### config.mk
export PLATFORM = sky130hd
export DESIGN_NAME = tfa_core
export DESIGN_NICKNAME = d
export VERILOG_FILES = /design/src/logic/tfa_pkg.sv /design/src/logic/tfa_core.sv
export SDC_FILE = /design/constraint.sdc
export NUM_CORES = 1
export LEC_CHECK = 0
export BUFFER_PORTS_ARGS = -buffer_cell sky130_fd_sc_hd__buf_2
export CORE_ASPECT_RATIO = 0.6
export CORE_MARGIN = 3
export CORE_UTILIZATION = 50
export CTS_BUF_LIST = sky130_fd_sc_hd__clkbuf_16
export CTS_CLUSTER_DIAMETER = 100
export CTS_CLUSTER_SIZE = 12
export DETAILED_ROUTE_END_ITERATION = 8
export PLACE_DENSITY = 0.76
export SKIP_CTS_REPAIR_TIMING = 1
export SLEW_MARGIN = 5
export SYNTH_ARGS = -nofsm -noshare
export SYNTH_HDL_FRONTEND = slang
export SYNTH_SLANG_ARGS = --single-unit
export TNS_END_PERCENT = 20
### constraint.sdc
create_clock -name clk_i -period 3.6 [get_ports clk_i]
set_clock_uncertainty 0.2 [all_clocks]
set_input_delay 0.36 -clock clk_i [delete_from_list [all_inputs] [get_ports clk_i]]
set_output_delay 0.36 -clock clk_i [all_outputs]
set_load 0.05 [all_outputs]
### src/logic/tfa_pkg.sv
/*
  Constants for the temperature result formatter and alarm block: register
  indices, field positions, reset values and fixed result codes.
  Assumes a 32-bit APB master, with byte address = register index * 4.
*/
package tfa_pkg;
  // Register indices; byte address is index shifted by two
  localparam logic [7:0] IDX_LOC_MSB = 8'h00;
  localparam logic [7:0] IDX_RS_MSB = 8'h01;
  localparam logic [7:0] IDX_STAT1 = 8'h02;
  localparam logic [7:0] IDX_RS_LSB = 8'h10;
  localparam logic [7:0] IDX_LOC_LSB = 8'h30;
  localparam logic [7:0] IDX_RU_MSB = 8'h31;
  localparam logic [7:0] IDX_RU_LSB = 8'h32;
  localparam logic [7:0] IDX_CFG2 = 8'hbf;
  localparam logic [7:0] IDX_LLIM = 8'h40;
  localparam logic [7:0] IDX_RCLIM = 8'h41;
  localparam logic [7:0] IDX_ROLIM = 8'h42;
  localparam logic [7:0] IDX_HYST = 8'h43;
  localparam int ADDR_SHIFT = 2;
  // Reset values
  localparam logic [4:0] CFG2_RST = 5'h1f;
  localparam logic [6:0] LLIM_RST = 7'h55;
  localparam logic [7:0] RCLIM_RST = 8'h6e;
  localparam logic [7:0] ROLIM_RST = 8'h55;
  localparam logic [7:0] HYST_RST = 8'h0a;
  // Field positions
  localparam int CFG2_FSEL_HI = 2;
  localparam int CFG2_FSEL_LO = 1;
  localparam int CFG2_PIN_ADDR = 0;
  localparam logic [1:0] FSEL_ON = 2'h3;
  localparam int ST_BUSY = 7;
  localparam int ST_RCRIT = 4;
  localparam int ST_ROS = 3;
  localparam int ST_FAULT = 2;
  localparam int ST_LOC = 0;
  // Fixed codes
  localparam logic [15:0] FAULT_SIGNED = 16'h8000;
  localparam logic [15:0] FAULT_UNSIGNED = 16'hffe0;
  localparam logic signed [11:0] LOC_MAX = 12'sh3ff;
  localparam logic signed [11:0] LOC_MIN = -12'sh400;
  localparam logic signed [13:0] RS_MAX = 14'sh0fff;
  localparam logic signed [13:0] RS_MIN = -14'sh1000;
  localparam int LIM_SHIFT = 5;
  localparam int LOC_SHIFT = 2;
endpackage

### src/logic/tfa_core.sv
/*
  Temperature result formatter and alarm comparators with an APB register
  file. Front end delivers results in fixed point and a pulse per finished
  local/remote pair; the SMBus engine only supplies its pull-low request.
*/
// Implementation choices: the APB interface to the registers and the placing of the registers.
module tfa_core (
  input wire logic clk_i, // 10 MHz clock
  input wire logic rst_n_i, // Synchronous reset, active low
  input wire logic psel, // APB select
  input wire logic penable, // APB access phase
  input wire logic pwrite, // APB write
  input wire logic [11:0] paddr, // APB byte address
  input wire logic [31:0] pwdata, // APB write data
  output logic [31:0] prdata, // APB read data
  output logic pready, // APB ready
  output logic pslverr, // APB error on unmapped address
  input wire logic pair_done_i, // Pulse: local and remote pair finished
  input wire logic conv_busy_i, // Conversion in progress
  input wire logic signed [11:0] local_temp_i, // Local, 1/8 C steps
  input wire logic signed [13:0] remote_raw_i, // Remote raw, 1/32 C steps
  input wire logic signed [13:0] remote_filt_i, // Remote filtered, 1/32 C
  input wire logic diode_fault_i, // Remote diode fault level
  input wire logic smbdat_pull_i, // Engine wants data line low
  output logic smbdat_o, // Data line output value
  output logic smbdat_oe_o, // Data line drive enable
  output logic critical_alarm_n_o, // Critical pin value, active low
  output logic critical_alarm_oe_o, // Critical pin pull-down enable
  output logic overtemp_alarm_n_o, // Overtemp pin value, active low
  output logic overtemp_alarm_oe_o // Overtemp pin pull-down enable
);

  ////////////////////////////////////////////////////////////////////////////
  // Helpers, all on a signed 1/32 C scale
  function automatic logic above(input logic signed [15:0] t, input logic [7:0] lim);
    above = t > $signed(16'(lim) << tfa_pkg::LIM_SHIFT);
  endfunction

  function automatic logic below(input logic signed [15:0] t, input logic [7:0] lim,
                                 input logic [7:0] hy);
    below = t < ($signed(16'(lim) << tfa_pkg::LIM_SHIFT) -
                 $signed(16'(hy) << tfa_pkg::LIM_SHIFT));
  endfunction

  ////////////////////////////////////////////////////////////////////////////
  // APB decode; zero wait states keep the master simple
  logic setup, acc_rd, acc_wr, mapped;
  logic [7:0] idx;
  assign idx = paddr[tfa_pkg::ADDR_SHIFT +: 8];
  assign setup = psel && !penable;
  assign acc_rd = psel && penable && !pwrite;
  assign acc_wr = psel && penable && pwrite;
  assign pready = 1'b1;
  assign mapped = (paddr[1:0] == 2'h0) && (paddr[11:10] == 2'h0) &&
                  (idx inside {tfa_pkg::IDX_LOC_MSB, tfa_pkg::IDX_RS_MSB,
                   tfa_pkg::IDX_STAT1, tfa_pkg::IDX_RS_LSB, tfa_pkg::IDX_LOC_LSB,
                   tfa_pkg::IDX_RU_MSB, tfa_pkg::IDX_RU_LSB, tfa_pkg::IDX_CFG2,
                   tfa_pkg::IDX_LLIM, tfa_pkg::IDX_RCLIM, tfa_pkg::IDX_ROLIM,
                   tfa_pkg::IDX_HYST});

  ////////////////////////////////////////////////////////////////////////////
  // Software settings
  logic [4:0] cfg2_q, cfg2_d;
  logic [6:0] llim_q, llim_d;
  logic [7:0] rclim_q, rclim_d, rolim_q, rolim_d, hyst_q, hyst_d;
  logic filt_on, os_pin_sel;
  assign filt_on = {cfg2_q[tfa_pkg::CFG2_FSEL_HI], cfg2_q[tfa_pkg::CFG2_FSEL_LO]} ==
                   tfa_pkg::FSEL_ON;
  assign os_pin_sel = !cfg2_q[tfa_pkg::CFG2_PIN_ADDR];

  // Writes take effect on the access edge only
  always_comb begin
    cfg2_d = cfg2_q;
    llim_d = llim_q;
    rclim_d = rclim_q;
    rolim_d = rolim_q;
    hyst_d = hyst_q;
    if (acc_wr && mapped) begin
      unique case (idx)
        tfa_pkg::IDX_CFG2: cfg2_d = pwdata[4:0];
        tfa_pkg::IDX_LLIM: llim_d = pwdata[6:0];
        tfa_pkg::IDX_RCLIM: rclim_d = pwdata[7:0];
        tfa_pkg::IDX_ROLIM: rolim_d = pwdata[7:0];
        tfa_pkg::IDX_HYST: hyst_d = pwdata[7:0];
        default: ;
      endcase
    end
  end

  always_ff @(posedge clk_i) begin
    if (!rst_n_i) begin
      cfg2_q <= tfa_pkg::CFG2_RST;
      llim_q <= tfa_pkg::LLIM_RST;
      rclim_q <= tfa_pkg::RCLIM_RST;
      rolim_q <= tfa_pkg::ROLIM_RST;
      hyst_q <= tfa_pkg::HYST_RST;
    end else begin
      cfg2_q <= cfg2_d;
      llim_q <= llim_d;
      rclim_q <= rclim_d;
      rolim_q <= rolim_d;
      hyst_q <= hyst_d;
    end
  end

  ////////////////////////////////////////////////////////////////////////////
  // Result formatting and comparison
  logic signed [11:0] loc_c;
  logic signed [13:0] rsel, rs_c;
  logic [12:0] ru_c;
  logic signed [15:0] lt, rt;
  logic loc_hi, rc_hi, ro_hi, loc_lo, rc_lo, ro_lo;

  // Clamp both ends so the word never wraps
  always_comb begin
    if (local_temp_i > tfa_pkg::LOC_MAX) loc_c = tfa_pkg::LOC_MAX;
    else if (local_temp_i < tfa_pkg::LOC_MIN) loc_c = tfa_pkg::LOC_MIN;
    else loc_c = local_temp_i;
    // Filter off drops the two finest bits so they read zero
    rsel = filt_on ? remote_filt_i : {remote_raw_i[13:2], 2'h0};
    // Filter off keeps its top code on a 1/8 C step, so the low bits stay zero
    if (rsel > tfa_pkg::RS_MAX) rs_c = filt_on ? tfa_pkg::RS_MAX : {tfa_pkg::RS_MAX[13:2], 2'h0};
    else if (rsel < tfa_pkg::RS_MIN) rs_c = tfa_pkg::RS_MIN;
    else rs_c = rsel;
    ru_c = rsel[13] ? 13'h0000 : rsel[12:0];
  end

  assign lt = 16'(loc_c) <<< tfa_pkg::LOC_SHIFT;
  assign rt = 16'(rsel);
  // A faulted diode never trips or holds the remote comparators
  assign loc_hi = above(lt, {1'b0, llim_q});
  assign rc_hi = !diode_fault_i && above(rt, rclim_q);
  assign ro_hi = !diode_fault_i && above(rt, rolim_q);
  assign loc_lo = below(lt, {1'b0, llim_q}, hyst_q);
  assign rc_lo = diode_fault_i || below(rt, rclim_q, hyst_q);
  assign ro_lo = diode_fault_i || below(rt, rolim_q, hyst_q);

  ////////////////////////////////////////////////////////////////////////////
  // Results, flags, alarms and low-byte locks
  logic [15:0] loc_q, loc_d, rs_q, rs_d, ru_q, ru_d;
  logic [7:0] rs_lk_q, rs_lk_d, ru_lk_q, ru_lk_d;
  logic rs_lock_q, rs_lock_d, ru_lock_q, ru_lock_d;
  logic crit_q, crit_d, os_q, os_d, fault_q, fault_d;
  logic loc_f_q, loc_f_d, rc_f_q, rc_f_d, ro_f_q, ro_f_d;
  logic rd_rs_msb, rd_rs_lsb, rd_ru_msb, rd_ru_lsb;
  assign rd_rs_msb = acc_rd && mapped && idx == tfa_pkg::IDX_RS_MSB;
  assign rd_rs_lsb = acc_rd && mapped && idx == tfa_pkg::IDX_RS_LSB;
  assign rd_ru_msb = acc_rd && mapped && idx == tfa_pkg::IDX_RU_MSB;
  assign rd_ru_lsb = acc_rd && mapped && idx == tfa_pkg::IDX_RU_LSB;

  // Results, alarm state and comparator flags move only on a finished pair; the fault flag follows the diode every cycle
  always_comb begin
    loc_d = loc_q;
    rs_d = rs_q;
    ru_d = ru_q;
    crit_d = crit_q;
    os_d = os_q;
    loc_f_d = loc_f_q;
    rc_f_d = rc_f_q;
    ro_f_d = ro_f_q;
    fault_d = diode_fault_i;
    if (pair_done_i) begin
      loc_d = {loc_c[10:0], 5'h00};
      rs_d = diode_fault_i ? tfa_pkg::FAULT_SIGNED : {rs_c[12:0], 3'h0};
      ru_d = diode_fault_i ? tfa_pkg::FAULT_UNSIGNED : {ru_c, 3'h0};
      loc_f_d = loc_hi;
      rc_f_d = rc_hi;
      ro_f_d = ro_hi;
      if (loc_hi || rc_hi) crit_d = 1'b1;
      else if (loc_lo && rc_lo) crit_d = 1'b0;
      if (loc_hi || ro_hi) os_d = 1'b1;
      else if (loc_lo && ro_lo) os_d = 1'b0;
    end
    // A newer high-byte read re-locks over an older one
    rs_lock_d = rd_rs_msb ? 1'b1 : (rd_rs_lsb ? 1'b0 : rs_lock_q);
    rs_lk_d = (rd_rs_msb || !rs_lock_q) ? rs_q[7:0] : rs_lk_q;
    ru_lock_d = rd_ru_msb ? 1'b1 : (rd_ru_lsb ? 1'b0 : ru_lock_q);
    ru_lk_d = (rd_ru_msb || !ru_lock_q) ? ru_q[7:0] : ru_lk_q;
  end

  always_ff @(posedge clk_i) begin
    if (!rst_n_i) begin
      loc_q <= 16'h0000;
      rs_q <= 16'h0000;
      ru_q <= 16'h0000;
      rs_lk_q <= 8'h00;
      ru_lk_q <= 8'h00;
      rs_lock_q <= 1'b0;
      ru_lock_q <= 1'b0;
      crit_q <= 1'b0;
      os_q <= 1'b0;
      fault_q <= 1'b0;
      loc_f_q <= 1'b0;
      rc_f_q <= 1'b0;
      ro_f_q <= 1'b0;
    end else begin
      loc_q <= loc_d;
      rs_q <= rs_d;
      ru_q <= ru_d;
      rs_lk_q <= rs_lk_d;
      ru_lk_q <= ru_lk_d;
      rs_lock_q <= rs_lock_d;
      ru_lock_q <= ru_lock_d;
      crit_q <= crit_d;
      os_q <= os_d;
      fault_q <= fault_d;
      loc_f_q <= loc_f_d;
      rc_f_q <= rc_f_d;
      ro_f_q <= ro_f_d;
    end
  end

  ////////////////////////////////////////////////////////////////////////////
  // Read data, registered in the setup cycle
  logic [31:0] rdata_q, rdata_d;
  logic err_q, err_d;
  logic [7:0] stat1;

  // Status bits placed by name; unused bits read zero
  always_comb begin
    stat1 = 8'h00;
    stat1[tfa_pkg::ST_BUSY] = conv_busy_i;
    stat1[tfa_pkg::ST_RCRIT] = rc_f_q;
    stat1[tfa_pkg::ST_ROS] = ro_f_q;
    stat1[tfa_pkg::ST_FAULT] = fault_q;
    stat1[tfa_pkg::ST_LOC] = loc_f_q;
  end

  always_comb begin
    rdata_d = rdata_q;
    err_d = err_q;
    if (setup) begin
      err_d = !mapped;
      rdata_d = 32'h0000_0000;
      if (mapped && !pwrite) begin
        unique case (idx)
          tfa_pkg::IDX_LOC_MSB: rdata_d[7:0] = loc_q[15:8];
          tfa_pkg::IDX_LOC_LSB: rdata_d[7:0] = loc_q[7:0];
          tfa_pkg::IDX_RS_MSB: rdata_d[7:0] = rs_q[15:8];
          tfa_pkg::IDX_RS_LSB: rdata_d[7:0] = rs_lock_q ? rs_lk_q : rs_q[7:0];
          tfa_pkg::IDX_RU_MSB: rdata_d[7:0] = ru_q[15:8];
          tfa_pkg::IDX_RU_LSB: rdata_d[7:0] = ru_lock_q ? ru_lk_q : ru_q[7:0];
          tfa_pkg::IDX_STAT1: rdata_d[7:0] = stat1;
          tfa_pkg::IDX_CFG2: rdata_d[4:0] = cfg2_q;
          tfa_pkg::IDX_LLIM: rdata_d[6:0] = llim_q;
          tfa_pkg::IDX_RCLIM: rdata_d[7:0] = rclim_q;
          tfa_pkg::IDX_ROLIM: rdata_d[7:0] = rolim_q;
          tfa_pkg::IDX_HYST: rdata_d[7:0] = hyst_q;
          default: ;
        endcase
      end
    end
  end

  always_ff @(posedge clk_i) begin
    if (!rst_n_i) begin
      rdata_q <= 32'h0000_0000;
      err_q <= 1'b0;
    end else begin
      rdata_q <= rdata_d;
      err_q <= err_d;
    end
  end

  // Error only qualifies the access phase
  assign prdata = rdata_q;
  assign pslverr = psel && penable && err_q;

  ////////////////////////////////////////////////////////////////////////////
  // Pins: open-drain, pulled low only, external pull-up gives the high
  assign smbdat_o = 1'b0;
  assign smbdat_oe_o = smbdat_pull_i;
  assign critical_alarm_n_o = !crit_q;
  assign critical_alarm_oe_o = crit_q;
  assign overtemp_alarm_n_o = !(os_q && os_pin_sel);
  assign overtemp_alarm_oe_o = os_q && os_pin_sel;
endmodule

==> impl_metrics.ini <==
[run_status]
status = completed

[place]
dp_slack_ns = -0.222
place.gp.congestion = 1.03
placed_area_sq_mm = 0.00770
io_buffers = 78
dp_hpwl_mm = 18.5
placedCellCount = 1157

[timing]
tightest_slew_ns = 0.837
fmax_ghz = 0.279
fin_crit_sh_pct = 99.5
slew_viol_final = 0
min_period_ns = 3.58
setup_ws_ns = 0.0178
setup_viol = 0
rsz0062_at_grt = yes
slew_headroom_pct = 43.7
hold_viol_final = 0

[logic_synthesis]
synth_edf_count = 0
synth_seq_area_share_pct = 28.0
ys_ff_latch = 100
synth_cells = 902
syn_area_sq_mm = 0.00715
async_flop_share_pct = 0
yosys_most_used_dff = dfxtp_1
synth_area_per_cell_sq_um = 7.92
yosys_warnings = 0
yosysUniqueCellTypes = 77

[global_routing]
antenna_found_initial = 0
grt.total_usage_pct = 29.5
grt_max_degree = 68
grt_pass1_vias = 6314
grt_pass1_wl_mm = 36.5
gr-total-overflow = 0

[critical_path]
r2r-start = hyst_q[0]$_SDFFE_PN0P_
critPathMaxFanout = 4
start_kind = register
cp-end-kind = register
crit_required_ns = 3.65
cp.arrival_ns = 3.63
crit_start = hyst_q[0]$_SDFFE_PN0P_
path_class = register to register

[routing]
vias = 7097
routed_via_density = 6.01
wl_per_cell_microns = 20.5
drt-pass1-iter-count = 6
drcViolationCount = 0
drt-initial-drc-count = 980
routed_wirelength_mm = 24.2
antenna_left = 0

[clock_network]
clock_latency_ns = 0.36
tritoncts = done
clock_sinks = 100
cts_max_path_buffers = 2
cts-root-buf = clkbuf_16
cts_buffers = 9
cts_max_level = 3
clkTransAtPathRegs_ns = 0.08

[power_and_ir_drop]
power_density_mw_per_mm2 = 314
power.total_mw = 2.57
vdd_ir_drop_max_uv = 229
power_leakage_nw = 3.44

[final_layout]
nets = 1143
final_area_sq_mm = 0.00820
finalNonFillerCells = 1180
nFillCells = 1274
syn_to_final_growth_pct = 14.7
drive_above_1_share_pct = 19.4
antenna_cells = 0

[flow_run]
maxCapViolations = 0

[floorplanning]
coreArea_sq_mm = 0.0138
die_area_sq_mm = 0.0158
die_y_microns = 98.6
fp-row-count = 33
pin_count = 133
die_x_microns = 160
start_util_pct = 51.7

[min_path]
min_path_type = input port to register
hp-start = remote_filt_i[1]
[sequential cells by signal (all words and copies together), names as in the netlist]
name                 cells
rs_lock_q                1
loc_f_q                  1
rs_q                    13
prdata                   8
critical_alarm_oe_o      1
os_q                     1
llim_q                   7
rolim_q                  8
rs_lk_q                  5
cfg2_q                   5
ro_f_q                   1
hyst_q                   8
ru_lk_q                  5
rclim_q                  8
rc_f_q                   1
ru_lock_q                1
ru_q                    13
loc_q                   11
err_q                    1
fault_q                  1
[report_power, final]
group / switching (mW) / total, mW / internal (mW)
Sequential: 0.0318 / 1.17 / 1.14
Combinational: 0.287 / 0.416 / 0.129
Clock: 0.491 / 0.986 / 0.495
Total: 0.810 / 2.57 / 1.76
[synth_stat cells (all sizes together), types with 3 or more instances]
cell type	number	share of area, %
dfxtp	100	28
nand2	100	5.3
a21oi	93	6.5
nor2	70	3.7
ha	64	11
o21ai	58	4.1
inv	54	2.8
buf	45	4.4
mux2i	34	4.8
clkbuf	27	1.4
nand3	25	1.8
o211ai	19	2.1
nor3	18	1.5
a22oi	15	1.6
nor2b	15	1.4
nand2b	14	1.2
a21o	12	1.3
xnor2	11	1.3
mux2	8	1.3
nand4	8	0.70
and3	6	0.53
nor4	6	0.70
o31ai	6	0.63
xor2	6	0.74
a211oi	5	0.53
a31oi	5	0.44
a2111oi	4	0.58
a32oi	4	0.49
and2	4	0.35
maj3	4	0.58
o2111ai	4	0.49
o21a	4	0.42
o21bai	4	0.42
o22ai	4	0.35
o311ai	4	0.60
a211o	3	0.40
a2bb2oi	3	0.37
fa	3	0.84
nand3b	3	0.32
nor4b	3	0.46
or2	3	0.26
[worst paths after layout]
path	cells after the start	slack [ns]	endpoint
worst max register to register	18	0.02	os_q$_SDFFE_PN0P_
worst min register to register	2	0.27	prdata[6]$_SDFFE_PN0P_
worst max-delay path	18	0.02	os_q$_SDFFE_PN0P_
worst min-delay path	3	0.08	ru_q[4]$_SDFFE_PN0P_
[worst max-delay path, cell delays in order, from the launching register on]
cell	delay, ns
dfxtp_2	0.35
buf_6	0.13
ha_4	0.13
inv_2	0.04
fa_2	0.35
a21o_1	0.19
a21oi_2	0.14
nor2b_1	0.07
o21ai_1	0.15
nand2b_1	0.13
xnor2_2	0.16
ha_1	0.31
buf_4	0.14
nand4_1	0.14
a31o_2	0.14
a21oi_2	0.03
a41o_1	0.22
o21a_1	0.18
o31a_1	0.26
[stage by stage]
step / hold slack (ns) / TNS, ns / util, %
finish: 0.0802 / 0 / 59.2
global route: 0.0997 / -0.152 / 59.2
CTS: 0.0608 / -0.375 / 57.9
detailed placement: 0.262 / -0.242 / 55.7
global placement: 0.253 / -0.148 / 55.7
floorplan: 0.242 / 0 / -
[final cells by class]
type / instances / area [sq um] / share of cell area, %
Timing Repair Buffer: 118 / 698 / 8.52
Clock buffer: 9 / 225 / 2.75
Tap cell: 192 / 240 / 2.93
Sequential cell: 100 / 2010 / 24.5
Clock inverter: 7 / 78.8 / 0.962
Multi-Input combinational cell: 699 / 4740 / 57.8
Inverter: 55 / 206 / 2.52
[per-layer routing]
metal	share of wire (%)	vias up	track usage (%)
met3	15	38	11.1
met1	45	3274	45.3
met5	0.16	-	0
met2	38	432	38.6
li1	-	3351	-
met4	1.4	2	5.60
[cells in the final DEF (no fill, tap or decap), types with 10 or more instances in the layout]
| master | instances |
|---|---|
| nand3_1 | 25 |
| o211ai_1 | 18 |
| o21ai_1 | 11 |
| nand2b_1 | 14 |
| nor2b_1 | 14 |
| nor3_1 | 14 |
| a21oi_1 | 85 |
| xnor2_1 | 10 |
| buf_2 | 78 |
| inv_1 | 47 |
| mux2i_1 | 34 |
| nor2_1 | 70 |
| dfxtp_1 | 96 |
| a21o_1 | 12 |
| o21ai_0 | 47 |
| a22oi_1 | 15 |
| nand2_1 | 98 |
| buf_4 | 38 |
| conb_1 | 26 |
| ha_1 | 59 |
[cell families after synthesis]
| group | Yosys count | synth area share, % |
|---|---|---|
| xor+xnor | 17 | 2.08 |
| other cells | 2 | 0.105 |
| flops | 100 | 28.0 |
| buf+inv | 127 | 8.68 |
| fa+ha+maj | 71 | 12.6 |
| simple gates | 279 | 18.7 |
| mux | 44 | 6.65 |
| compound gates | 262 | 23.2 |
No activity file was read; power rests on OpenSTA's default activity.
